[src/cmbf_defines.svh]
// Constants for the CAN message buffer, filter and interrupt core.
`ifndef CMBF_DEFINES_SVH
`define CMBF_DEFINES_SVH
// ********************************************************************
// Register byte offsets
// ********************************************************************
`define CMBF_OFS_RFLG 12'h000
`define CMBF_OFS_RIER 12'h004
`define CMBF_OFS_TFLG 12'h008
`define CMBF_OFS_TCTL 12'h00C
`define CMBF_OFS_FCTL 12'h010
`define CMBF_OFS_PAT 12'h014
`define CMBF_OFS_MSK 12'h018
`define CMBF_OFS_RANK0 12'h01C
`define CMBF_OFS_RANK1 12'h020
`define CMBF_OFS_RANK2 12'h024
`define CMBF_OFS_STAT 12'h028
`define CMBF_OFS_TXBUF 12'h040
`define CMBF_OFS_TXEND 12'h0A0
// ********************************************************************
// Field layouts and limits
// ********************************************************************
`define CMBF_NBUF 3
`define CMBF_NBYTE 13
`define CMBF_NWORD 4
`define CMBF_WARN_LIM 9'h060
`define CMBF_PASS_LIM 9'h07F
`define CMBF_BOFF_LIM 9'h0FF
`define CMBF_RANK_RST 8'h00
`define CMBF_TXE_RST 3'h7
`endif

[src/cmbf_pkg.sv]
// Types for the CAN message buffer, filter and interrupt core.
package cmbf_pkg;
    typedef enum logic [1:0] {
        CMBF_FILT_SINGLE = 2'b00,
        CMBF_FILT_DUAL = 2'b01,
        CMBF_FILT_QUAD = 2'b10,
        CMBF_FILT_CLOSED = 2'b11
    } cmbf_filt_e;
    typedef enum logic [1:0] {
        CMBF_TX_IDLE = 2'b00,
        CMBF_TX_REQ = 2'b01,
        CMBF_TX_BUSY = 2'b11
    } cmbf_tx_e;
    typedef struct packed {
        logic wup;
        logic rwrn;
        logic twrn;
        logic rerr;
        logic terr;
        logic boff;
        logic ovr;
        logic receive_full_flag;
    } cmbf_rflg_s;
    typedef struct packed {
        cmbf_tx_e tx_st;
        logic [1:0] tx_sel;
        logic [2:0] transmit_buffer_empty_flag;
        logic [2:0] txeie;
        logic [2:0] abort_request_flag;
        logic [2:0] abort_acknowledge_flag;
        logic [7:0] rank0;
        logic [7:0] rank1;
        logic [7:0] rank2;
        cmbf_rflg_s rflg;
        cmbf_rflg_s rien;
        cmbf_filt_e fmode;
        logic [1:0] hit;
        logic [31:0] pat;
        logic [31:0] msk;
        logic bg_full;
        logic [31:0] bg_id;
        logic [1:0] bg_hit;
        logic [31:0] fg_id;
        logic [31:0] prdata;
        logic pslverr;
    } cmbf_state_s;
endpackage : cmbf_pkg

[src/cmbf_core.sv]
// CAN transmit scheduler, acceptance filter and interrupt flag core.
//
// Overview of operation
// - Three transmit buffers, four stored bytes each.
// - Each buffer has an eight-bit rank register.
// - Successful send sets empty flag, may interrupt.
// - Lowest rank value among ready buffers transmits first.
// - Selection reruns at every arbitration, retries included.
// - Abort request granted unless already transmitting or sleep acknowledged.
// - Abort acknowledge tells aborted from sent.
// - Four pattern and four mask bytes.
// - Acceptance sets full flag and lowest hit number.
// - Single mode uses whole 32-bit bank.
// - Dual mode gives two 16-bit filters.
// - Quad mode gives four 8-bit filters.
// - Closed mode never accepts a message.
// - Eleven enabled sources onto four request lines.
// - Transmit request while enabled empty flag set.
// - Receive flag and interrupt at end of frame.
// - Wakeup only with sleep acknowledge and enable.
// - Overrun sets flag and error request.
// - Warning flags when counters reach 96.
// - Passive flags when counters exceed 127.
// - Bus-off flag when transmit counter exceeds 255.
// - Copy to foreground only while full flag clear.
// - Write-one clears, ignored while condition persists.
//
// The placing of the registers and the APB register port are this design's own decisions.
`timescale 1ns/1ns
`default_nettype none
`include "cmbf_defines.svh"
module cmbf_core (
    input wire logic I_CLK,
    input wire logic I_RESET_N,
    input wire logic I_CE,
    input wire logic I_PSEL,
    input wire logic I_PENABLE,
    input wire logic I_PWRITE,
    input wire logic [11:0] I_PADDR,
    input wire logic [31:0] I_PWDATA,
    output logic [31:0] O_PRDATA,
    output logic O_PREADY,
    output logic O_PSLVERR,
    input wire logic I_ARB_START,
    input wire logic I_TX_DONE,
    input wire logic I_TX_ERROR,
    output logic O_TX_VALID,
    output logic [1:0] O_TX_BUF,
    output logic [7:0] O_TX_BYTE0,
    input wire logic I_RX_EOF,
    input wire logic I_RX_OWN,
    input wire logic [31:0] I_RX_ID,
    input wire logic I_IDE,
    input wire logic I_BUS_ACT,
    input wire logic I_SLEEP_ACK,
    input wire logic [8:0] I_REC,
    input wire logic [8:0] I_TEC,
    output logic [31:0] O_FG_ID,
    output logic [1:0] O_HIT,
    output logic O_IRQ_WAKE,
    output logic O_IRQ_ERR,
    output logic O_IRQ_RX,
    output logic O_IRQ_TX
);
    // ****************************************************************
    // Reset release and storage
    // ****************************************************************
    logic [1:0] rst_sync_ff;
    logic rst_n;
    logic [2:0] act_sync_ff;
    logic act_rise;
    cmbf_pkg::cmbf_state_s st_ff;
    cmbf_pkg::cmbf_state_s nxt_st;
    logic [7:0] txmem [`CMBF_NBUF*`CMBF_NWORD];
    logic [3:0] wr_word;
    logic [1:0] wr_buf;

    always_ff @(posedge I_CLK or negedge I_RESET_N) begin
        if (!I_RESET_N) begin
            rst_sync_ff <= 2'b00;
        end else begin
            rst_sync_ff <= {rst_sync_ff[0], 1'b1};
        end
    end
    assign rst_n = rst_sync_ff[1];

    // Bus activity is asynchronous; it counts when stage two is high and stage three is still low.
    always_ff @(posedge I_CLK or negedge rst_n) begin
        if (!rst_n) begin
            act_sync_ff <= 3'b000;
        end else if (I_CE) begin
            act_sync_ff <= {act_sync_ff[1:0], I_BUS_ACT};
        end
    end
    assign act_rise = act_sync_ff[1] & ~act_sync_ff[2];

    // ****************************************************************
    // Helper functions
    // ****************************************************************
    // Masked compare over a byte-aligned field.
    function automatic logic fmatch(input logic [31:0] id, input logic [31:0] p,
                                    input logic [31:0] m, input logic [31:0] sel);
        fmatch = (((id ^ p) & ~m) & sel) == 32'h0000_0000;
    endfunction

    // Read error decode, shared by the read path of the access phase.
    function automatic logic rd_bad(input logic [11:0] a);
        case (a)
            `CMBF_OFS_RFLG, `CMBF_OFS_RIER, `CMBF_OFS_TFLG, `CMBF_OFS_TCTL,
            `CMBF_OFS_FCTL, `CMBF_OFS_PAT, `CMBF_OFS_MSK, `CMBF_OFS_RANK0,
            `CMBF_OFS_RANK1, `CMBF_OFS_RANK2, `CMBF_OFS_STAT: rd_bad = 1'b0;
            default: rd_bad = !(a >= `CMBF_OFS_TXBUF && a < `CMBF_OFS_TXEND);
        endcase
    endfunction

    function automatic logic [7:0] rank_of(input cmbf_pkg::cmbf_state_s s,
                                           input logic [1:0] b);
        unique case (b)
            2'd0: rank_of = s.rank0;
            2'd1: rank_of = s.rank1;
            default: rank_of = s.rank2;
        endcase
    endfunction

    // ****************************************************************
    // Acceptance filter
    // ****************************************************************
    logic [3:0] hits;
    logic acc;
    logic [1:0] acc_hit;
    always_comb begin
        hits = 4'h0;
        unique case (st_ff.fmode)
            cmbf_pkg::CMBF_FILT_SINGLE: begin
                hits[0] = fmatch(I_RX_ID, st_ff.pat, st_ff.msk, 32'hFFFF_FFFF);
            end
            cmbf_pkg::CMBF_FILT_DUAL: begin
                hits[0] = fmatch(I_RX_ID, st_ff.pat, st_ff.msk, 32'hFFFF_0000);
                hits[1] = fmatch(I_RX_ID, {st_ff.pat[15:0], 16'h0000},
                                 {st_ff.msk[15:0], 16'h0000}, 32'hFFFF_0000);
            end
            cmbf_pkg::CMBF_FILT_QUAD: begin
                for (int k = 0; k < 4; k++) begin
                    hits[k] = fmatch(I_RX_ID, {st_ff.pat[31-8*k -: 8], 24'h00_0000},
                                     {st_ff.msk[31-8*k -: 8], 24'h00_0000},
                                     32'hFF00_0000);
                end
            end
            cmbf_pkg::CMBF_FILT_CLOSED: begin
                hits = 4'h0;
            end
        endcase
        acc = (|hits) & ~I_RX_OWN;
        // Lowest filter number wins.
        acc_hit = hits[0] ? 2'd0 : hits[1] ? 2'd1 : hits[2] ? 2'd2 : 2'd3;
    end

    // ****************************************************************
    // Transmit scheduler: lowest rank among ready buffers
    // ****************************************************************
    logic [1:0] best;
    logic any_rdy;
    always_comb begin
        best = 2'd0;
        any_rdy = 1'b0;
        for (int b = 0; b < `CMBF_NBUF; b++) begin
            // Strict less-than keeps the lower buffer on ties.
            if (!st_ff.transmit_buffer_empty_flag[b] && !st_ff.abort_request_flag[b] &&
                (!any_rdy || rank_of(st_ff, 2'(b)) < rank_of(st_ff, best))) begin
                best = 2'(b);
                any_rdy = 1'b1;
            end
        end
    end

    // ****************************************************************
    // Next state
    // ****************************************************************
    logic wr;
    logic rd;
    logic rd_setup;
    logic [2:0] set_txe;
    always_comb begin
        nxt_st = st_ff;
        wr = I_PSEL & I_PENABLE & I_PWRITE;
        rd = I_PSEL & I_PENABLE & ~I_PWRITE;
        rd_setup = I_PSEL & ~I_PENABLE & ~I_PWRITE;
        set_txe = 3'h0;
        nxt_st.pslverr = 1'b0;
        // Transmit sequencing.
        unique case (st_ff.tx_st)
            cmbf_pkg::CMBF_TX_IDLE: begin
                if (I_ARB_START && any_rdy) begin
                    nxt_st.tx_sel = best;
                    nxt_st.tx_st = cmbf_pkg::CMBF_TX_BUSY;
                end
            end
            cmbf_pkg::CMBF_TX_BUSY: begin
                if (I_TX_DONE) begin
                    set_txe[st_ff.tx_sel] = 1'b1;
                    nxt_st.abort_acknowledge_flag[st_ff.tx_sel] = 1'b0;
                    nxt_st.tx_st = cmbf_pkg::CMBF_TX_IDLE;
                end else if (I_TX_ERROR) begin
                    // Retry re-arbitrates so a newer better buffer can win.
                    nxt_st.tx_st = cmbf_pkg::CMBF_TX_IDLE;
                end
            end
            default: nxt_st.tx_st = cmbf_pkg::CMBF_TX_IDLE;
        endcase
        // Abort grant for buffers not on the wire.
        for (int b = 0; b < `CMBF_NBUF; b++) begin
            if (st_ff.abort_request_flag[b] && !st_ff.transmit_buffer_empty_flag[b] && !I_SLEEP_ACK &&
                !(st_ff.tx_st == cmbf_pkg::CMBF_TX_BUSY && st_ff.tx_sel == 2'(b))) begin
                set_txe[b] = 1'b1;
                nxt_st.abort_acknowledge_flag[b] = 1'b1;
            end
            if (set_txe[b]) begin
                nxt_st.abort_request_flag[b] = 1'b0;
            end
        end
        // Reception and foreground copy.
        if (!st_ff.rflg.receive_full_flag && st_ff.bg_full && !I_SLEEP_ACK) begin
            nxt_st.fg_id = st_ff.bg_id;
            nxt_st.hit = st_ff.bg_hit;
            nxt_st.rflg.receive_full_flag = 1'b1;
            nxt_st.bg_full = 1'b0;
        end
        if (I_RX_EOF && acc) begin
            if (!st_ff.rflg.receive_full_flag) begin
                nxt_st.fg_id = I_RX_ID;
                nxt_st.hit = acc_hit;
                nxt_st.rflg.receive_full_flag = 1'b1;
            end else if (!st_ff.bg_full) begin
                nxt_st.bg_full = 1'b1;
                nxt_st.bg_id = I_RX_ID;
                nxt_st.bg_hit = acc_hit;
            end else begin
                nxt_st.rflg.ovr = 1'b1;
            end
        end
        // Register writes; write one clears, held conditions win.
        if (wr) begin
            unique case (I_PADDR)
                `CMBF_OFS_RFLG: begin
                    nxt_st.rflg = nxt_st.rflg & ~cmbf_pkg::cmbf_rflg_s'(I_PWDATA[7:0]);
                end
                `CMBF_OFS_RIER: nxt_st.rien = cmbf_pkg::cmbf_rflg_s'(I_PWDATA[7:0]);
                `CMBF_OFS_TFLG: begin
                    nxt_st.transmit_buffer_empty_flag = st_ff.transmit_buffer_empty_flag & ~I_PWDATA[2:0];
                    nxt_st.txeie = I_PWDATA[10:8];
                end
                `CMBF_OFS_TCTL: nxt_st.abort_request_flag = st_ff.abort_request_flag | (I_PWDATA[2:0] & ~st_ff.transmit_buffer_empty_flag);
                `CMBF_OFS_FCTL: nxt_st.fmode = cmbf_pkg::cmbf_filt_e'(I_PWDATA[1:0]);
                `CMBF_OFS_PAT: nxt_st.pat = I_PWDATA;
                `CMBF_OFS_MSK: nxt_st.msk = I_PWDATA;
                `CMBF_OFS_RANK0: nxt_st.rank0 = I_PWDATA[7:0];
                `CMBF_OFS_RANK1: nxt_st.rank1 = I_PWDATA[7:0];
                `CMBF_OFS_RANK2: nxt_st.rank2 = I_PWDATA[7:0];
                default: nxt_st.pslverr = !(I_PADDR >= `CMBF_OFS_TXBUF &&
                                            I_PADDR < `CMBF_OFS_TXEND);
            endcase
        end
        nxt_st.transmit_buffer_empty_flag = nxt_st.transmit_buffer_empty_flag | set_txe;
        // Hardware-held conditions set flags and block clears.
        if (I_REC >= `CMBF_WARN_LIM) nxt_st.rflg.rwrn = 1'b1;
        if (I_TEC >= `CMBF_WARN_LIM) nxt_st.rflg.twrn = 1'b1;
        if (I_REC > `CMBF_PASS_LIM) nxt_st.rflg.rerr = 1'b1;
        if (I_TEC > `CMBF_PASS_LIM) nxt_st.rflg.terr = 1'b1;
        if (I_TEC > `CMBF_BOFF_LIM) nxt_st.rflg.boff = 1'b1;
        if (act_rise && I_SLEEP_ACK && st_ff.rien.wup) nxt_st.rflg.wup = 1'b1;
        // Read data is captured in the setup cycle so it stands at the access edge.
        nxt_st.prdata = 32'h0000_0000;
        if (rd && rd_bad(I_PADDR)) begin
            nxt_st.pslverr = 1'b1;
        end
        if (rd_setup) begin
            unique case (I_PADDR)
                `CMBF_OFS_RFLG: nxt_st.prdata = {24'h00_0000, st_ff.rflg};
                `CMBF_OFS_RIER: nxt_st.prdata = {24'h00_0000, st_ff.rien};
                `CMBF_OFS_TFLG: nxt_st.prdata = {21'h0, st_ff.txeie, 5'h00, st_ff.transmit_buffer_empty_flag};
                `CMBF_OFS_TCTL: nxt_st.prdata = {21'h0, st_ff.abort_acknowledge_flag, 5'h00, st_ff.abort_request_flag};
                `CMBF_OFS_FCTL: nxt_st.prdata = {26'h0, st_ff.hit, 2'b00, st_ff.fmode};
                `CMBF_OFS_PAT: nxt_st.prdata = st_ff.pat;
                `CMBF_OFS_MSK: nxt_st.prdata = st_ff.msk;
                `CMBF_OFS_RANK0: nxt_st.prdata = {24'h00_0000, st_ff.rank0};
                `CMBF_OFS_RANK1: nxt_st.prdata = {24'h00_0000, st_ff.rank1};
                `CMBF_OFS_RANK2: nxt_st.prdata = {24'h00_0000, st_ff.rank2};
                `CMBF_OFS_STAT: nxt_st.prdata = {28'h0, st_ff.bg_full, 1'b0, st_ff.tx_sel};
                default: begin
                    nxt_st.prdata = {txmem[{wr_buf, wr_word[1:0]}],
                                     txmem[{wr_buf, wr_word[1:0]}],
                                     txmem[{wr_buf, wr_word[1:0]}],
                                     txmem[{wr_buf, wr_word[1:0]}]};
                end
            endcase
        end
    end

    // ****************************************************************
    // State registers and transmit buffer storage
    // ****************************************************************
    always_ff @(posedge I_CLK or negedge rst_n) begin
        if (!rst_n) begin
            st_ff <= '0;
            st_ff.transmit_buffer_empty_flag <= `CMBF_TXE_RST;
        end else if (I_CE) begin
            st_ff <= nxt_st;
        end
    end

    // Buffer image: four words of 32 bytes slot per buffer; bytes kept low lane.
    assign wr_buf = 2'((I_PADDR - `CMBF_OFS_TXBUF) >> 5);
    assign wr_word = 4'((I_PADDR - `CMBF_OFS_TXBUF) >> 2);
    always_ff @(posedge I_CLK) begin
        if (I_CE && wr && I_PADDR >= `CMBF_OFS_TXBUF && I_PADDR < `CMBF_OFS_TXEND &&
            st_ff.transmit_buffer_empty_flag[wr_buf]) begin
            txmem[{wr_buf, wr_word[1:0]}] <= I_PWDATA[7:0];
        end
    end

    // ****************************************************************
    // Outputs and interrupt request lines
    // ****************************************************************
    assign O_PREADY = 1'b1;
    assign O_PRDATA = st_ff.prdata;
    assign O_PSLVERR = nxt_st.pslverr & I_PSEL & I_PENABLE;
    assign O_TX_VALID = st_ff.tx_st == cmbf_pkg::CMBF_TX_BUSY;
    assign O_TX_BUF = st_ff.tx_sel;
    assign O_TX_BYTE0 = txmem[{st_ff.tx_sel, 2'b00}];
    assign O_FG_ID = st_ff.fg_id;
    assign O_HIT = st_ff.hit;
    assign O_IRQ_WAKE = st_ff.rflg.wup & st_ff.rien.wup;
    assign O_IRQ_ERR = |({st_ff.rflg.rwrn, st_ff.rflg.twrn, st_ff.rflg.rerr,
                         st_ff.rflg.terr, st_ff.rflg.boff, st_ff.rflg.ovr} &
                        {st_ff.rien.rwrn, st_ff.rien.twrn, st_ff.rien.rerr,
                         st_ff.rien.terr, st_ff.rien.boff, st_ff.rien.ovr});
    assign O_IRQ_RX = st_ff.rflg.receive_full_flag & st_ff.rien.receive_full_flag;
    assign O_IRQ_TX = |(st_ff.transmit_buffer_empty_flag & st_ff.txeie);
endmodule // cmbf_core
`default_nettype wire

[config.mk]
export PLATFORM = sky130hd
export DESIGN_NAME = cmbf_core
export DESIGN_NICKNAME = d
export VERILOG_FILES = /design/src/cmbf_pkg.sv /design/src/cmbf_core.sv
export VERILOG_INCLUDE_DIRS = /design/src
export SDC_FILE = /design/constraint.sdc
export NUM_CORES = 1
export LEC_CHECK = 0
export BUFFER_PORTS_ARGS = -buffer_cell sky130_fd_sc_hd__buf_2
export CAP_MARGIN = 20
export CORE_MARGIN = 5
export CORE_UTILIZATION = 30
export DETAILED_ROUTE_END_ITERATION = 10
export HOLD_SLACK_MARGIN = 0.02
export SLEW_MARGIN = 0
export SYNTH_ARGS = -nofsm -noshare
export SYNTH_HDL_FRONTEND = slang
export SYNTH_SLANG_ARGS = --single-unit
[constraint.sdc]
create_clock -name I_CLK -period 8.9 [get_ports I_CLK]
set_input_delay 1.78 -clock I_CLK [delete_from_list [all_inputs] [get_ports I_CLK]]
set_output_delay 1.78 -clock I_CLK [all_outputs]
set_load 0.005 [all_outputs]
* Yosys cells after proc, flatten, opt, wreduce, memory -nomap -nowiden
Memory sizes are Yosys's and may differ from the RTL's.
Index checks and enable logic that the tools add are counted.
** Operators by class
- Mux-type cells :: 68
- Bitwise gates (word level) :: 46
- Equality and inequality tests :: 19
- Reduce and logical (&&, ||, !) cells :: 101
- Magnitude comparators :: 12
- $add $sub $neg :: 1
** Operator list (number)
- $pmux W32 S11 :: 1
- $logic_not A32 Y1 :: 7
- $and A32 B32 Y32 :: 6
- $not A32 Y32 :: 6
- $xor A32 B32 Y32 :: 6
- $mux W32 :: 3
- $mux W35 :: 2
- $mux W67 :: 1
- $reduce_and A3 Y1 :: 19
- $eq A12 B5 Y1 const B :: 4
- $eq A12 B6 Y1 const B :: 3
- $reduce_bool A2 Y1 :: 18
- $mux W1 :: 33
- $logic_and A1 B1 Y1 :: 30
- $eq A12 B4 Y1 const B :: 2
- $mux W2 :: 11
- $ge A9 B7 Y1 const B :: 2
- $gt A9 B7 Y1 const B :: 2
- $mux W18 :: 1
- $lt A8 B8 Y1 :: 2
- $mux W8 :: 2
- $pmux W8 S2 :: 1
- $mux W3 :: 5
- $logic_not A1 Y1 :: 14
- other kinds (36) :: 66
** Word-level totals
- RAM bits :: 96
- Memories :: 1
- Bits in registers :: 228
- Input bits :: 108
- Word-level logic and storage cells :: 286
- Output and inout port bits :: 83
** Memory list
- txmem :: words 12, bits a word 8, rd ports 2, clocked after Yosys merged registers in 0, write ports 1, line cmbf_core.sv:74 : logic [7:0] txmem [`CMBF_NBUF*`CMBF_NWORD];

* Longest topological paths before layout
- Word-level depth :: 16
- Depth in mapped cells :: 18
- Depth with buffers taken out :: 17

* Worst setup path before layout
OpenSTA, ideal clock, no wires.
- Kind :: input to output
- Start :: in I_PADDR[9]
- End :: out O_PSLVERR
- Path slack :: 4.006 ns
- Required time :: 7.120 ns
- Data arrival time :: 3.114 ns
- Path buffers :: 1
- Cell stages on the path :: 5
- Path through :: or4_1 -> buf_2 -> nor4_4 -> a211o_1 -> a211oi_1
** On the way
- Cells in the longest elaborated chain, start to end :: 8
- Elaborated cells between the ends (all ways) :: 24
- Classes of those cells :: order compare: 2; eq/ne: 10; mux: 4; bitwise: 2; reduce/logical: 6
** Ends and longest elaborated chain
- start, declared :: line cmbf_core.sv:39 : input wire logic [11:0] I_PADDR,
- $ge A12 B7 Y1 (no source line) / $lt A12 B8 Y1 (equally long branches)
- $logic_and A1 B1 Y1 (no source line)
- $logic_not A1 Y1 :: line cmbf_core.sv:112, cmbf_core.sv:259
- $mux W1, on equally long branches :: line cmbf_core.sv:243, cmbf_core.sv:108
- $mux W1 / $logic_and A1 B1 Y1 (equally long branches) :: line cmbf_core.sv:242, cmbf_core.sv:273
- $mux W1 * :: line cmbf_core.sv:273 : if (rd && rd_bad(I_PADDR)) begin
- $and A1 B1 Y1 * (2 in series) :: line cmbf_core.sv:326 : assign O_PSLVERR = nxt_st.pslverr & I_PSEL & I_PENABLE;
- end, declared :: line cmbf_core.sv:43 : output logic O_PSLVERR,
Every way passes the cells marked *; elsewhere a longest branch is shown, timed or not.

* Final worst setup path
- Start :: in I_PADDR[2]
- End :: out O_PSLVERR
Same word-level chain as after synthesis.

==> impl_summary.log <==
[metrics] register-to-register setup slack: about 5000 ps
[metrics] clock edge transition at the registers on the reported setup and hold paths: around 60 ps
[metrics] via count of the first global-routing pass: between 10000 and 15000
[metrics] aggregate global-route resource usage: 0.167
[metrics] average wire length per cell after detail routing: roughly 24 um
[metrics] number of synthesized flops with an enable pin: 96
[metrics] primary flip-flop cell chosen by synthesis mapping: sky130_fd_sc_hd__dfrtp_1
[metrics] worst setup margin: roughly 2900 ps
[metrics] Post-Place Worst Slack: just under 3000 ps
[metrics] Synth area leader: sky130_fd_sc_hd__dfrtp_1
[metrics] final-report setup violation count: 0
[metrics] final worst-path cycle share: 0.676
[metrics] Top Ports: roughly 190
[metrics] share of post-route cells with drive strength above 1: 0.304
[metrics] number of hold violations in the final report: 0
[metrics] y dimension of the die: 241 um
[metrics] num rows: 84
[metrics] clk_skew: about 21 ps
[metrics] post-synthesis average cell area: 12.9 sq um
[metrics] critical path launch point type: input pin
[metrics] TritonCTS clock tree: built
[metrics] global-route wire length before repair: 72100 um
[metrics] Residual DRC: 0
[metrics] largest net degree at the start of global routing: 72
[metrics] Cells after DPL: ~2000
[metrics] post-synthesis register bit count: between 300 and 400
[metrics] number of CTS-inserted buffers: 36
[metrics] result of the run: finished, final reports clean
[metrics] setup TNS after final layout: 0 ps
[metrics] clock network latency to the later pin of the worst-skew pair: ~550 ps
[metrics] Worst Setup End Kind: output pin
[metrics] total number of yosys warnings: 0
[metrics] path type of the worst setup path: input pin to output pin
[metrics] number of clock sinks seen by CTS: about 320
[metrics] Routed Antenna Nets: 0
[metrics] count of buffers added by post-CTS timing repair for setup: 0
[metrics] placer congestion estimate: 0.869
[metrics] proportion of netlist area held by the largest area contributor: 0.351
[metrics] number of buffer cells added on primary ports: approximately 180
[metrics] Final Critical Period: ~6000 ps
[metrics] worst supply voltage drop on vdd: about 0.12 mV
[metrics] ys async rst share: 0.703
[metrics] endpoint arrival time on the critical path: around 4200 ps
[metrics] portion of the post-synthesis area used by sequential elements: 0.537
[metrics] number of antenna violations at the first check in global routing: 5
[metrics] launching point of the worst reg2reg path: st_ff[197]$_DFFE_PN0P_
[metrics] total via count in the routed design: between 10000 and 15000
[metrics] Netlist cell types: 68
[metrics] quantity of gates resized following cts: 0
[metrics] Worst Path Max Fanout: 31
[metrics] HP Class: flop to asynchronous set/reset pin
[metrics] dpl cell area: between 15000 and 20000 sq um
[metrics] max-capacitance violation count: 0
[metrics] worst-case clock buffer depth: 3
[metrics] utilization of the core after routing: 0.345
[metrics] Die Outline Area: around 58000 sq um
[metrics] estimated wirelength of the detail-placed design: around 35000 um
[metrics] CTS H-tree depth: 2
[metrics] Overall Power: ~3.5 mW
[metrics] pin slew with the least headroom to its limit: just over 1000 ps
[metrics] Max Fclk: around 170 MHz
[metrics] total gr overflow: 0
[metrics] synthesis-to-finish area growth: 13.9%
[metrics] floorplan die width: between 200 and 250 um
[metrics] hold-fix buffer count after cts: 0
[metrics] core footprint: ~53000 sq um
[metrics] vias per cell: approximately 5.3
[metrics] final net count: 1455
[metrics] Static Leakage: between 7 and 8 nW
[metrics] effective utilization at floorplan: 0.303
[metrics] final wirelength: roughly 50000 um
[metrics] setup repair after global routing missed its margin: false
[metrics] Worst slew margin: 0.310
[metrics] root buf cell: sky130_fd_sc_hd__clkbuf_16
[metrics] cell area after technology mapping: between 15000 and 20000 sq um
[metrics] main area contributors after synthesis: sky130_fd_sc_hd__dfrtp_1 35%, sky130_fd_sc_hd__edfxtp_1 18%, sky130_fd_sc_hd__mux2_2 5.6%, sky130_fd_sc_hd__buf_4 3.6%, sky130_fd_sc_hd__a221o_1 3.4%
[metrics] power density over cell area: between 150 and 200 nW/um^2
[metrics] length of the first detailed-routing pass in iterations: 7
[metrics] DR iter-0 viols: about 850
[metrics] cell area after layout: around 18000 sq um
[metrics] final instance count without filler cells: 2047
[metrics] required time reported for the critical path endpoint: a little over 7000 ps
[metrics] FF-to-FF End: O_TX_BUF[0]$_DFFE_PN0P_
[metrics] R2R cell count: 17
[metrics] Min Hold Slack: between 200 and 300 ps
[metrics] post-synthesis instance total: around 1200
[metrics] max-slew violation total from the final report: 0
metal layers:
metal	global-route usage	wire length, um	vias up
li1	-	-	4743
met2	0.258	22900	402
met5	0	20	-
met1	0.227	21000	5570
met3	0.0337	3300	92
met4	0.0760	2070	2
kinds of logic (layout without fill, tap and decap cells):
group | after synthesis | in the layout | synth area share
flip-flops | 323 | 323 | 0.537
XOR/XNOR | 64 | 64 | 0.0365
multiplexers | 178 | 178 | 0.148
AND/OR/NAND/NOR | 214 | 214 | 0.0706
other | 1 | 5 | 0.000235
buffers and inverters | 193 | 309 | 0.0721
adder cells (fa/ha/maj) | 17 | 17 | 0.0133
AO/OA/AOI/OAI | 249 | 249 | 0.123
synth_stat cells (5+ instances only):
cell type                  count
sky130_fd_sc_hd__nor2_1       86
sky130_fd_sc_hd__edfxtp_1     96
sky130_fd_sc_hd__mux2_2       79
sky130_fd_sc_hd__nor4_1        5
sky130_fd_sc_hd__nand2b_1     10
sky130_fd_sc_hd__and2_1        5
sky130_fd_sc_hd__nor4_4        6
sky130_fd_sc_hd__clkbuf_1     33
sky130_fd_sc_hd__a222oi_1     12
sky130_fd_sc_hd__inv_1        51
sky130_fd_sc_hd__a21o_1        6
sky130_fd_sc_hd__nor3_1        8
sky130_fd_sc_hd__o22ai_1      29
sky130_fd_sc_hd__nand3_1      12
sky130_fd_sc_hd__nand2_1      45
sky130_fd_sc_hd__mux2_1       26
sky130_fd_sc_hd__buf_2        14
sky130_fd_sc_hd__buf_4        76
sky130_fd_sc_hd__o21ai_0      31
sky130_fd_sc_hd__a221o_1      54
sky130_fd_sc_hd__dfrtp_1     224
sky130_fd_sc_hd__nand4_1       9
sky130_fd_sc_hd__a221oi_1      5
sky130_fd_sc_hd__a22o_1       40
sky130_fd_sc_hd__xnor2_1      61
sky130_fd_sc_hd__a21oi_1      24
sky130_fd_sc_hd__mux4_2       24
sky130_fd_sc_hd__buf_6        12
sky130_fd_sc_hd__mux2i_1      20
sky130_fd_sc_hd__ha_1         17
sky130_fd_sc_hd__a22oi_1      18
sky130_fd_sc_hd__mux2_4       29
layout by cell type, fill, tap and decap left out, types with 5 or more instances in the layout:
cell and n:
sky130_fd_sc_hd__dfrtp_1 223, sky130_fd_sc_hd__a22oi_1 18, sky130_fd_sc_hd__nor3_1 6, sky130_fd_sc_hd__inv_1 51, sky130_fd_sc_hd__clkbuf_16 38, sky130_fd_sc_hd__mux2_2 79
sky130_fd_sc_hd__a222oi_1 12, sky130_fd_sc_hd__o21ai_0 31, sky130_fd_sc_hd__edfxtp_1 96, sky130_fd_sc_hd__and2_1 5, sky130_fd_sc_hd__nand2_1 45, sky130_fd_sc_hd__nand3_1 12
sky130_fd_sc_hd__mux2_4 29, sky130_fd_sc_hd__buf_2 178, sky130_fd_sc_hd__buf_4 15, sky130_fd_sc_hd__a21o_1 6, sky130_fd_sc_hd__a21oi_1 24, sky130_fd_sc_hd__nor4_4 6
sky130_fd_sc_hd__bufinv_16 5, sky130_fd_sc_hd__mux2i_1 20, sky130_fd_sc_hd__mux2_1 26, sky130_fd_sc_hd__nor2_1 83, sky130_fd_sc_hd__a221oi_1 5, sky130_fd_sc_hd__xnor2_1 61
sky130_fd_sc_hd__o22ai_1 29, sky130_fd_sc_hd__ha_1 17, sky130_fd_sc_hd__a22o_1 40, sky130_fd_sc_hd__nor4_1 5, sky130_fd_sc_hd__mux4_2 24, sky130_fd_sc_hd__nand4_1 9
sky130_fd_sc_hd__a221o_1 54, sky130_fd_sc_hd__nand2b_1 10, sky130_fd_sc_hd__clkbuf_1 5
worst max-delay path: stages:
cell and delay, ps:
sky130_fd_sc_hd__buf_2 730, sky130_fd_sc_hd__nand2b_1 250, sky130_fd_sc_hd__nand2b_1 380, sky130_fd_sc_hd__nor4_4 540
sky130_fd_sc_hd__a211o_1 250, sky130_fd_sc_hd__a211oi_1 110, sky130_fd_sc_hd__buf_2 190
sequential cells by signal, indices dropped and copies added, names as in the netlist:
register     count
O_PRDATA        32
O_HIT            2
O_TX_BUF         2
st_ff          154
rst_sync_ff      2
act_sync_ff      3
O_FG_ID         32
txmem           96
area by class of cell:
| class | count | area [sq um] |
|---|---|---|
| fill | 5105 | 34500 |
| sequential | 323 | 8570 |
| multi-input combinational | 724 | 6280 |
| clock buffer | 46 | 1010 |
| timing repair buffer | 194 | 1010 |
| tap | 688 | 861 |
| clock inverter | 18 | 243 |
| inverter | 51 | 191 |
| antenna | 3 | 7.51 |
where the power goes:
group / internal [mW] / total [mW] / switching, mW
clock network: 0.955 / 1.59 / 0.632
logic: 0.115 / 0.294 / 0.179
registers: 1.56 / 1.62 / 0.0642
total: 2.63 / 3.50 / 0.876
worst max path at each step:
stage	start	endpoint	slack, ps
final	I_PADDR[2]	O_PSLVERR	2880
after global routing	I_PADDR[2]	O_PSLVERR	2630
after CTS	I_PADDR[2]	O_PSLVERR	2870
after detailed placement	I_PADDR[2]	O_PSLVERR	2890
after global placement	I_PADDR[2]	O_PSLVERR	2900
after floorplan	rst_sync_ff[1]$_DFF_PN0_	O_FG_ID[0]$_DFFE_PN0P_	2110
No activity file was read; power rests on OpenSTA's default activity.
